==> src/logic/uvfr_pkg.sv <==
package uvfr_pkg;
  // Command codes of the supervisor's register port
  localparam logic [7:0] CMD_CLEAR_FAULTS = 8'h03;
  localparam logic [7:0] CMD_UV_RESPONSE = 8'h45;
  localparam logic [7:0] CMD_OC_WARN = 8'h4A;
  localparam logic [7:0] CMD_STATUS_VOUT = 8'h7A;
  localparam logic [7:0] CMD_STATUS_IOUT = 8'h7B;
  // Reset values
  localparam logic [7:0] UV_RESPONSE_RESET = 8'hB8;
  localparam logic [15:0] OC_WARN_RESET = 16'h005F; // 95 A, exponent 0
  // Undervoltage response field layout and codes
  localparam int ACT_MSB = 7;
  localparam int ACT_LSB = 6;
  localparam int RETRY_MSB = 5;
  localparam int RETRY_LSB = 3;
  localparam int DELAY_MSB = 2;
  localparam int DELAY_LSB = 0;
  localparam logic [1:0] ACT_DISABLE_RETRY = 2'h2;
  localparam logic [2:0] RETRY_NONE = 3'h0;
  // Status bit positions
  localparam int STATUS_VOUT_UV_BIT = 4;
  localparam int STATUS_IOUT_OCW_BIT = 5;
  // Current scale: fixed point amps with four fraction bits
  localparam int CUR_FRAC_BITS = 4;
  localparam int OC_WARN_MAX_AMPS = 100;
  localparam int OC_WARN_MIN_AMPS = 0;
  localparam longint OC_WARN_MAX_FIXED = OC_WARN_MAX_AMPS * (1 << CUR_FRAC_BITS);
  // Timing
  localparam int CLK_PERIOD_NS = 50;
  localparam int RETRY_STEP_MS = 35;
  localparam int RETRY_STEP_CYCLES = RETRY_STEP_MS * 1000000 / CLK_PERIOD_NS;
  localparam int SYNC_STAGES = 3;

  typedef enum logic [5:0] {
    ST_OFF = 6'h01,
    ST_TON = 6'h02,
    ST_RUN = 6'h04,
    ST_RETRY = 6'h08,
    ST_LATCH = 6'h10,
    ST_SPARE = 6'h20
  } uvfr_state_e;

  // Linear-11 word to signed fixed point amps
  function automatic logic signed [47:0] uvfrLin11ToFixed(
    input logic [15:0] word
  );
    logic signed [4:0] expo;
    logic signed [47:0] mant;
    int sh;
    expo = signed'(word[15:11]);
    mant = 48'(signed'(word[10:0]));
    sh = int'(expo) + CUR_FRAC_BITS;
    if (sh >= 0) begin
      return mant <<< sh;
    end
    return mant >>> (-sh);
  endfunction

  // Accepted threshold window, both ends inclusive
  function automatic logic uvfrOcWarnInRange(input logic [15:0] word);
    logic signed [47:0] v;
    v = uvfrLin11ToFixed(word);
    return (v >= 48'(OC_WARN_MIN_AMPS)) && (v <= 48'(OC_WARN_MAX_FIXED));
  endfunction
endpackage

==> src/logic/uvfr_fault_response.sv <==
// Overview of operation
// - Undervoltage is only detected once power-good is asserted.
// - Action 10 disables output on undervoltage; retry 000 latches off.
// - Retry 001-111 restarts forever until disabled, bias lost or other fault.
// - Delay from fault to restart is (delay field + 1) times 35 ms.
// - Turn-on delay is applied again before each retry ramp.
// - Peak current above warning threshold sets the current warning bit.
// - Threshold writes outside 0 A to 100 A are refused, old value kept.
module uvfr_fault_response
  import uvfr_pkg::*;
#(
  parameter int RETRY_STEP = RETRY_STEP_CYCLES
) (
  input wire logic ref_clk,
  input wire logic reset,
  input wire logic cmdValid,
  input wire logic cmdWrite,
  input wire logic [7:0] cmdCode,
  input wire logic [15:0] cmdWrData,
  output logic [15:0] cmdRdData,
  output logic cmdAck,
  output logic cmdNack,
  input wire logic enablePin,
  input wire logic powerGoodPin,
  input wire logic uvComparePin,
  input wire logic operationOn,
  input wire logic biasPowerOk,
  input wire logic otherFaultOff,
  input wire logic [31:0] tonDelayCycles,
  input wire logic [15:0] peakCurrent,
  input wire logic peakCurrentValid,
  output logic outputEnable,
  output logic alertLineN
);

  // Elaboration check: eight steps must still fit the 32-bit counter
  if (RETRY_STEP < 1 || RETRY_STEP > 32'h1FFFFFFF / 8) begin : g_bad_step
    $error("RETRY_STEP out of range");
  end

  // Pin synchronisers: first stage feeds only the second
  logic [SYNC_STAGES-1:0] enSync_reg, pgSync_reg, uvSync_reg;
  logic enFilt_reg, pgFilt_reg, uvFilt_reg;
  always_ff @(posedge ref_clk) begin
    if (reset) begin
      enSync_reg <= '0;
      pgSync_reg <= '0;
      uvSync_reg <= '0;
    end else begin
      enSync_reg <= {enSync_reg[1:0], enablePin};
      pgSync_reg <= {pgSync_reg[1:0], powerGoodPin};
      uvSync_reg <= {uvSync_reg[1:0], uvComparePin};
    end
  end

  // A level counts once the last two stages agree
  always_ff @(posedge ref_clk) begin
    if (reset) begin
      enFilt_reg <= 1'b0;
      pgFilt_reg <= 1'b0;
      uvFilt_reg <= 1'b0;
    end else begin
      if (enSync_reg[1] == enSync_reg[2]) enFilt_reg <= enSync_reg[2];
      if (pgSync_reg[1] == pgSync_reg[2]) pgFilt_reg <= pgSync_reg[2];
      if (uvSync_reg[1] == uvSync_reg[2]) uvFilt_reg <= uvSync_reg[2];
    end
  end

  // Configuration, status and sequencer registers
  logic [7:0] uvResponse_reg;
  logic [15:0] ocWarn_reg;
  logic uvFlag_reg, ocwFlag_reg;
  uvfr_state_e state_reg, state_next;
  logic [31:0] count_reg, count_next;

  // Command decode
  wire wrStrobe = cmdValid && cmdWrite;
  wire rdStrobe = cmdValid && !cmdWrite;
  wire wrUvResp = wrStrobe && (cmdCode == CMD_UV_RESPONSE);
  wire wrOcWarn = wrStrobe && (cmdCode == CMD_OC_WARN);
  wire ocWarnOk = uvfrOcWarnInRange(cmdWrData);
  wire clearCmd = wrStrobe && (cmdCode == CMD_CLEAR_FAULTS);
  wire rdKnown = (cmdCode == CMD_UV_RESPONSE) || (cmdCode == CMD_OC_WARN) ||
                 (cmdCode == CMD_STATUS_VOUT) || (cmdCode == CMD_STATUS_IOUT);
  wire cmdGood = (rdStrobe && rdKnown) || wrUvResp || clearCmd ||
                 (wrOcWarn && ocWarnOk);

  // Response fields
  wire [1:0] action = uvResponse_reg[ACT_MSB:ACT_LSB];
  wire [2:0] retries = uvResponse_reg[RETRY_MSB:RETRY_LSB];
  wire [2:0] delayCode = uvResponse_reg[DELAY_MSB:DELAY_LSB];
  wire [31:0] retryCycles = 32'({29'h0, delayCode} + 32'h1) *
                            32'(RETRY_STEP);
  wire [31:0] tonLoad = (tonDelayCycles == 32'h0) ? 32'h1 : tonDelayCycles;

  // Unit may run only while enabled, biased and free of other faults
  wire runAllowed = enFilt_reg && operationOn && biasPowerOk &&
                    !otherFaultOff;
  // Masked during ramp and before power-good
  wire uvEvent = (state_reg == ST_RUN) && pgFilt_reg && uvFilt_reg;
  wire uvDisable = uvEvent && (action == ACT_DISABLE_RETRY);
  // Warning compare in the same fixed point scale
  wire signed [47:0] ocThresh = uvfrLin11ToFixed(ocWarn_reg);
  wire ocwEvent = peakCurrentValid &&
                  (48'(peakCurrent) > ocThresh);

  // Register writes; an out-of-range threshold leaves the old value
  always_ff @(posedge ref_clk) begin
    if (reset) begin
      uvResponse_reg <= UV_RESPONSE_RESET;
      ocWarn_reg <= OC_WARN_RESET;
    end else begin
      if (wrUvResp) uvResponse_reg <= cmdWrData[7:0];
      if (wrOcWarn && ocWarnOk) ocWarn_reg <= cmdWrData;
    end
  end

  // Sticky status: a new event beats a clear in the same cycle
  always_ff @(posedge ref_clk) begin
    if (reset) begin
      uvFlag_reg <= 1'b0;
      ocwFlag_reg <= 1'b0;
    end else begin
      uvFlag_reg <= uvEvent || (uvFlag_reg && !clearCmd);
      ocwFlag_reg <= ocwEvent || (ocwFlag_reg && !clearCmd);
    end
  end

  // Output sequencing; counter holds the remaining cycles of a wait
  always_comb begin
    state_next = state_reg;
    count_next = (count_reg > 32'h1) ? count_reg - 32'h1 : count_reg;
    case (state_reg)
      ST_OFF: begin
        if (runAllowed) begin
          state_next = ST_TON;
          count_next = tonLoad;
        end
      end
      ST_TON: begin
        if (count_reg == 32'h1) state_next = ST_RUN;
      end
      ST_RUN: begin
        if (uvDisable && retries == RETRY_NONE) begin
          state_next = ST_LATCH;
        end else if (uvDisable) begin
          state_next = ST_RETRY;
          count_next = retryCycles;
        end
      end
      ST_RETRY: begin
        if (count_reg == 32'h1) begin
          state_next = ST_TON;
          count_next = tonLoad;
        end
      end
      ST_LATCH: begin
        if (clearCmd) state_next = ST_OFF;
      end
      default: state_next = ST_OFF;
    endcase
    // Stop conditions end every attempt; a latch waits for clear-faults
    if (!runAllowed && state_reg != ST_LATCH) begin
      state_next = ST_OFF;
    end
  end

  always_ff @(posedge ref_clk) begin
    if (reset) begin
      state_reg <= ST_OFF;
      count_reg <= 32'h1;
    end else begin
      state_reg <= state_next;
      count_reg <= count_next;
    end
  end

  // Read mux; unknown codes read as zero and are refused
  wire [15:0] statusVout = 16'(uvFlag_reg) << STATUS_VOUT_UV_BIT;
  wire [15:0] statusIout = 16'(ocwFlag_reg) << STATUS_IOUT_OCW_BIT;
  wire [15:0] rdMux = (cmdCode == CMD_UV_RESPONSE) ? {8'h00, uvResponse_reg} :
                      (cmdCode == CMD_OC_WARN) ? ocWarn_reg :
                      (cmdCode == CMD_STATUS_VOUT) ? statusVout :
                      (cmdCode == CMD_STATUS_IOUT) ? statusIout : 16'h0000;

  always_ff @(posedge ref_clk) begin
    if (reset) begin
      cmdRdData <= 16'h0000;
      cmdAck <= 1'b0;
      cmdNack <= 1'b0;
      outputEnable <= 1'b0;
      alertLineN <= 1'b1;
    end else begin
      if (rdStrobe) cmdRdData <= rdMux;
      cmdAck <= cmdValid && cmdGood;
      cmdNack <= cmdValid && !cmdGood;
      outputEnable <= (state_next == ST_RUN);
      alertLineN <= !(uvFlag_reg || ocwFlag_reg || uvEvent);
    end
  end

  // Checks
  property p_uv_after_pg;
    @(posedge ref_clk) disable iff (reset)
    (!uvFlag_reg && !(pgFilt_reg && state_reg == ST_RUN)) |=> !uvFlag_reg;
  endproperty
  a_uv_after_pg: assert property (p_uv_after_pg) else $error("uv before pg");

  property p_latch_off;
    @(posedge ref_clk) disable iff (reset)
    (uvDisable && retries == RETRY_NONE && runAllowed) |=>
      state_reg == ST_LATCH && !outputEnable;
  endproperty
  a_latch_off: assert property (p_latch_off) else $error("no latch off");

  property p_retry_start;
    @(posedge ref_clk) disable iff (reset)
    (uvDisable && retries != RETRY_NONE && runAllowed) |=>
      state_reg == ST_RETRY && !outputEnable;
  endproperty
  a_retry_start: assert property (p_retry_start) else $error("no retry");

  property p_retry_load;
    @(posedge ref_clk) disable iff (reset)
    (state_reg == ST_RUN && state_next == ST_RETRY) |=>
      count_reg == 32'($past(32'(delayCode)) + 1) * 32'(RETRY_STEP);
  endproperty
  a_retry_load: assert property (p_retry_load) else $error("bad delay");

  property p_ton_again;
    @(posedge ref_clk) disable iff (reset)
    (state_reg == ST_RETRY && count_reg == 32'h1 && runAllowed) |=>
      state_reg == ST_TON && !outputEnable;
  endproperty
  a_ton_again: assert property (p_ton_again) else $error("ton skipped");

  property p_alert_hold;
    @(posedge ref_clk) disable iff (reset)
    (uvFlag_reg && !clearCmd) |=> uvFlag_reg && !alertLineN;
  endproperty
  a_alert_hold: assert property (p_alert_hold) else $error("alert lost");

  property p_oc_warn;
    @(posedge ref_clk) disable iff (reset)
    ocwEvent |=> ocwFlag_reg ##1 !alertLineN;
  endproperty
  a_oc_warn: assert property (p_oc_warn) else $error("warn missed");

  property p_reject;
    @(posedge ref_clk) disable iff (reset)
    (wrOcWarn && !ocWarnOk) |=> $stable(ocWarn_reg) && cmdNack;
  endproperty
  a_reject: assert property (p_reject) else $error("bad limit kept");

  property p_range;
    @(posedge ref_clk) disable iff (reset)
    ocThresh >= 48'sh0 && ocThresh <= 48'(OC_WARN_MAX_FIXED);
  endproperty
  a_range: assert property (p_range) else $error("limit out of range");

  c_latch: cover property (@(posedge ref_clk) state_reg == ST_LATCH);
  c_retry: cover property (@(posedge ref_clk)
    state_reg == ST_RETRY ##1 state_reg == ST_TON);
  c_warn: cover property (@(posedge ref_clk) ocwEvent);
  c_reject: cover property (@(posedge ref_clk) wrOcWarn && !ocWarnOk);
endmodule

==> config.mk <==
export PLATFORM = sky130hd
export DESIGN_NAME = uvfr_fault_response
export DESIGN_NICKNAME = d
export VERILOG_FILES = /design/src/logic/uvfr_pkg.sv /design/src/logic/uvfr_fault_response.sv
export SDC_FILE = /design/constraint.sdc
export NUM_CORES = 1
export LEC_CHECK = 0
export BUFFER_PORTS_ARGS = -buffer_cell sky130_fd_sc_hd__buf_2
export CORE_MARGIN = 3
export CORE_UTILIZATION = 45
export CTS_BUF_LIST = sky130_fd_sc_hd__clkbuf_16
export DETAILED_ROUTE_END_ITERATION = 16
export HOLD_SLACK_MARGIN = 0.03
export PLACE_DENSITY_LB_ADDON = 0.2
export SLEW_MARGIN = 20
export SYNTH_ARGS = -nofsm -noshare
export SYNTH_HDL_FRONTEND = slang
export SYNTH_SLANG_ARGS = --single-unit
==> constraint.sdc <==
create_clock -name ref_clk -period 4.9 [get_ports ref_clk]
set_clock_uncertainty 0.1 [all_clocks]
set_input_delay 0.245 -clock ref_clk [delete_from_list [all_inputs] [get_ports ref_clk]]
set_output_delay 0.245 -clock ref_clk [all_outputs]
set_load 0.03 [all_outputs]
==> flow_results.xml <==
<?xml version="1.0" encoding="UTF-8"?>
<metrics>
  <group name="die">
    <metric name="die_width" unit="um">143.3</metric>
    <metric name="die_footprint" unit="sq um">20540</metric>
    <metric name="die_h" unit="um">143.3</metric>
    <metric name="placement_rows" unit="">49</metric>
    <metric name="initial_core_util" unit="%">46.44</metric>
    <metric name="top_level_ports" unit="">103</metric>
    <metric name="floorplan.core_area" unit="sq um">18270</metric>
  </group>
  <group name="finish">
    <metric name="finish.utilization" unit="%">52.53</metric>
    <metric name="largest_reg_flops" unit="">32</metric>
    <metric name="antenna_cells" unit="">0</metric>
    <metric name="layout-drive-gt1-share" unit="%">14.82</metric>
    <metric name="layout-area-overhead-vs-synth" unit="%">13.12</metric>
    <metric name="sequential_cell_area_in_the_final_layout" unit="sq um">1923</metric>
    <metric name="fillerInstances" unit="">1820</metric>
    <metric name="nNetsFinal" unit="">1346</metric>
    <metric name="multi_input_comb_area" unit="sq um">6182</metric>
  </group>
  <group name="clocking">
    <metric name="clkSinkCount" unit="">96</metric>
    <metric name="path_clk_slew" unit="ns">0.08</metric>
    <metric name="postCtsSetupRepairBufs" unit="">0</metric>
    <metric name="clkLatencyLatePin" unit="ns">0.35</metric>
    <metric name="root_buffer" unit="">clkbuf_16</metric>
    <metric name="clockBufferDepth" unit="">2</metric>
    <metric name="tritoncts.num_buffers" unit="">9</metric>
    <metric name="cts_tree" unit="">yes</metric>
    <metric name="htree_num_levels" unit="">3</metric>
  </group>
  <group name="logic_synthesis">
    <metric name="yosysUniqueCellTypes" unit="">80</metric>
    <metric name="synthArstFlopShare" unit="%">0</metric>
    <metric name="synth_sequential_area_ratio" unit="%">22.65</metric>
    <metric name="synth-edff-count" unit="">0</metric>
    <metric name="ys_ff_latch" unit="">96</metric>
    <metric name="synthesized_area_per_cell" unit="sq um">7.630</metric>
    <metric name="synthCells" unit="">1112</metric>
    <metric name="synthesis.nets" unit="">1262</metric>
    <metric name="synth_warnings" unit="">0</metric>
    <metric name="synth_top_flop_cell" unit="">dfxtp_1</metric>
    <metric name="mappedNetlistArea" unit="sq um">8484</metric>
  </group>
  <group name="power">
    <metric name="ir_drop" unit="mV">0.2918</metric>
    <metric name="power_density" unit="nW/um^2">294.6</metric>
    <metric name="p_leak" unit="nW">3.967</metric>
  </group>
  <group name="timing">
    <metric name="min_period" unit="ns">4.381</metric>
    <metric name="setup-violations-final" unit="">0</metric>
    <metric name="rsz0062_at_grt" unit="">no</metric>
    <metric name="timing.final.crit_share" unit="%">89.40</metric>
    <metric name="total_negative_setup_slack" unit="ns">0</metric>
    <metric name="timing_limited_maximum_frequency" unit="MHz">228.3</metric>
    <metric name="slew_headroom" unit="%">42.88</metric>
    <metric name="finalMaxSlewViolations" unit="">0</metric>
    <metric name="hold_violations" unit="">0</metric>
    <metric name="tightest_slew" unit="ns">0.8352</metric>
  </group>
  <group name="detailed_routing">
    <metric name="drt-total-wl" unit="um">25000</metric>
    <metric name="post_drt_wl_per_cell" unit="um">17.48</metric>
    <metric name="drtAntennaViolNets" unit="">0</metric>
    <metric name="num_vias" unit="">8633</metric>
    <metric name="drc_errors" unit="">0</metric>
    <metric name="routed_via_density" unit="">6.037</metric>
    <metric name="drt_iter0_markers" unit="">739</metric>
    <metric name="drt_pass1_iterations" unit="">6</metric>
  </group>
  <group name="worst_setup_path">
    <metric name="critical-path-max-stage-delay" unit="ns">0.42</metric>
    <metric name="rr_endpoint" unit="">ocwFlag_reg</metric>
    <metric name="worst_r2r_startpoint" unit="">ocWarn_reg[15]</metric>
    <metric name="criticalPathCategory" unit="">flop to flop</metric>
    <metric name="worstSetupEndpointType" unit="">flop</metric>
    <metric name="worst-r2r-cell-count" unit="">22</metric>
    <metric name="cells_along_the_critical_path" unit="">a21bo_2, buf_4, nand4_1, ha_1, and4b_1, nand4b_1, nor3_1, mux2i_1, o21ai_0, o21ai_0, a21oi_1, a31oi_1, ha_1, nor2b_1, o21a_1, o21a_1, o21ai_0, nand2b_1, a21oi_1, o211ai_1, o311ai_0, o21ai_0</metric>
    <metric name="r2r_slack" unit="ns">0.52</metric>
    <metric name="critPathMaxFanout" unit="">16</metric>
    <metric name="cp_data_arrival_time" unit="ns">4.51</metric>
    <metric name="timing.critical_path.mode_cell" unit="">o21ai_0</metric>
    <metric name="required" unit="ns">5.03</metric>
    <metric name="cp_slowest_cell" unit="">dfxtp_1</metric>
    <metric name="setup.worst_path.start_class" unit="">flop</metric>
  </group>
  <group name="global_route">
    <metric name="first_pass_grt_wire_length" unit="um">40270</metric>
    <metric name="grt_use_total" unit="%">23.74</metric>
    <metric name="global_route_total_overflow" unit="">0</metric>
    <metric name="grt_max_degree" unit="">56</metric>
    <metric name="grt_pass1_vias" unit="">7898</metric>
    <metric name="antenna_found_initial" unit="">0</metric>
  </group>
  <group name="min_path">
    <metric name="worst_hold_startpoint" unit="">tonDelayCycles[3]</metric>
    <metric name="hold_path_depth" unit="">3</metric>
    <metric name="hold_path_end" unit="">count_reg[3]</metric>
    <metric name="worstHoldPathType" unit="">primary input to flop</metric>
  </group>
  <group name="placement">
    <metric name="detailedPlacementHpwl" unit="um">19320</metric>
    <metric name="place.port_buffers" unit="">102</metric>
    <metric name="gpl.final_weighted_congestion" unit="">0.9343</metric>
  </group>
  <group name="run_status">
    <metric name="run_status" unit="">finished clean</metric>
  </group>
  <group name="flow_run">
    <metric name="maxCapViolations" unit="">0</metric>
  </group>
</metrics>
worst max-delay path by stage:
stage | start | to | slack [ns] | cells past startpoint
floorplan | ocWarn_reg[13] | ocwFlag_reg | 0.31 | 24
global placement | ocWarn_reg[13] | ocwFlag_reg | 0.47 | 22
detailed placement | ocWarn_reg[13] | ocwFlag_reg | 0.30 | 22
CTS | ocWarn_reg[13] | ocwFlag_reg | 0.28 | 22
global route | ocWarn_reg[15] | ocwFlag_reg | 0.04 | 22
finish | ocWarn_reg[15] | ocwFlag_reg | 0.52 | 22
per-stage QoR:
step                      hold slack (ns)  std cells  instance area (sq um)  power, mW  worst slack (ns)
after floorplan                    0.2536       1112                   8484      1.859            0.3068
after detailed placement           0.3277       1406                   9213      2.124            0.3037
after global placement             0.3255       1406                   9213      2.103            0.4656
final                             0.06344       1430                   9598      2.827            0.5192
after global routing              0.07530       1430                   9598      3.010           0.03793
after CTS                         0.04781       1430                   9590      2.835            0.2768
where the power goes:
| part | leakage (nW) | switching (mW) | internal (mW) |
|---|---|---|---|
| clock | 0.136 | 0.346 | 0.360 |
| combinational | 3.05 | 0.677 | 0.494 |
| sequential | 0.781 | 0.0820 | 0.868 |
layer usage:
metal / part of all wire [%] / up-vias / track usage, %
met4: 1.5 / 0 / 5.897
met2: 46 / 287 / 39.12
li1: - / 4285 / -
met3: 6.0 / 27 / 2.363
met1: 47 / 4034 / 33.54
met5: 0 / - / 0
area by class of cell:
cell class                      count  area share, %
Clock inverter                      7         0.7561
Clock buffer                        9          2.346
Sequential cell                    96          20.04
Multi-Input combinational cell    925          64.41
Tap cell                          229          2.985
Timing Repair Buffer              140          8.526
Inverter                           24         0.9386
synth_stat cells, types with 4 or more instances:
master / n / area, sq um
nand2_1: 120 / 450.4
nor2_1: 98 / 367.9
dfxtp_1: 96 / 1922
a21oi_1: 78 / 390.4
ha_1: 64 / 800.8
o21ai_0: 54 / 270.3
mux2i_1: 51 / 510.5
clkbuf_1: 47 / 176.4
nor3_1: 45 / 225.2
nand2b_1: 39 / 244.0
nand3_1: 32 / 160.2
nor4_1: 25 / 156.4
xnor2_1: 25 / 219.0
xor2_1: 25 / 219.0
inv_1: 21 / 78.83
nor2b_1: 19 / 118.9
a22oi_1: 18 / 135.1
a221oi_1: 14 / 122.6
a21o_1: 13 / 97.59
mux2_2: 13 / 146.4
nand4_1: 13 / 81.33
o22ai_1: 12 / 75.07
a211oi_1: 11 / 82.58
and3_1: 11 / 68.82
a31oi_1: 10 / 62.56
nand3b_1: 10 / 75.07
and2_1: 9 / 56.30
buf_2: 9 / 45.04
or4_1: 9 / 67.56
o32ai_1: 8 / 70.07
a222oi_1: 6 / 60.06
o211ai_1: 6 / 45.04
a32oi_1: 5 / 43.79
buf_1: 5 / 18.77
nor3b_1: 5 / 37.54
o22a_1: 5 / 43.79
o31ai_1: 5 / 37.54
or3_1: 5 / 31.28
a2111oi_0: 4 / 35.03
o21a_1: 4 / 30.03
worst max-delay path: cells and delay by family, from the launching register on:
kind	cells	cell delay, ns
AO/OA/AOI/OAI	12	1.87
multiplexers	1	0.24
adder cells (fa/ha/maj)	2	0.46
AND/OR/NAND/NOR	6	0.90
flip-flops	1	0.42
buffers and inverters	1	0.26
kinds of logic after synthesis:
group / after synthesis / synth area share [%]
fa+ha+maj: 67 / 10.15
mux: 64 / 7.742
compound gates: 283 / 22.08
buf+inv: 91 / 4.557
xor+xnor: 50 / 5.161
flops: 96 / 22.65
other cells: 1 / 0.04420
simple gates: 460 / 27.62
cell usage in the layout, fill, tap and decap left out, types with 31 or more instances in the layout:
cell      synthesis  final
o21ai_0          54     54
a21oi_1          78     78
dfxtp_1          96     95
nor3_1           45     45
mux2i_1          51     51
ha_1             64     64
nand3_1          32     32
nand2_1         120    120
nor2_1           98     98
nand2b_1         39     39
buf_4             3     31
buf_2             9    101
what timing repair did:
item | in CTS | in global routing
hold buffers | 8 | 0
endpoints found under the setup margin | 0 | 1
resized for setup | 0 | 2
hold endpoints to repair | 8 | 0
(Power assumes the default switching activity.)
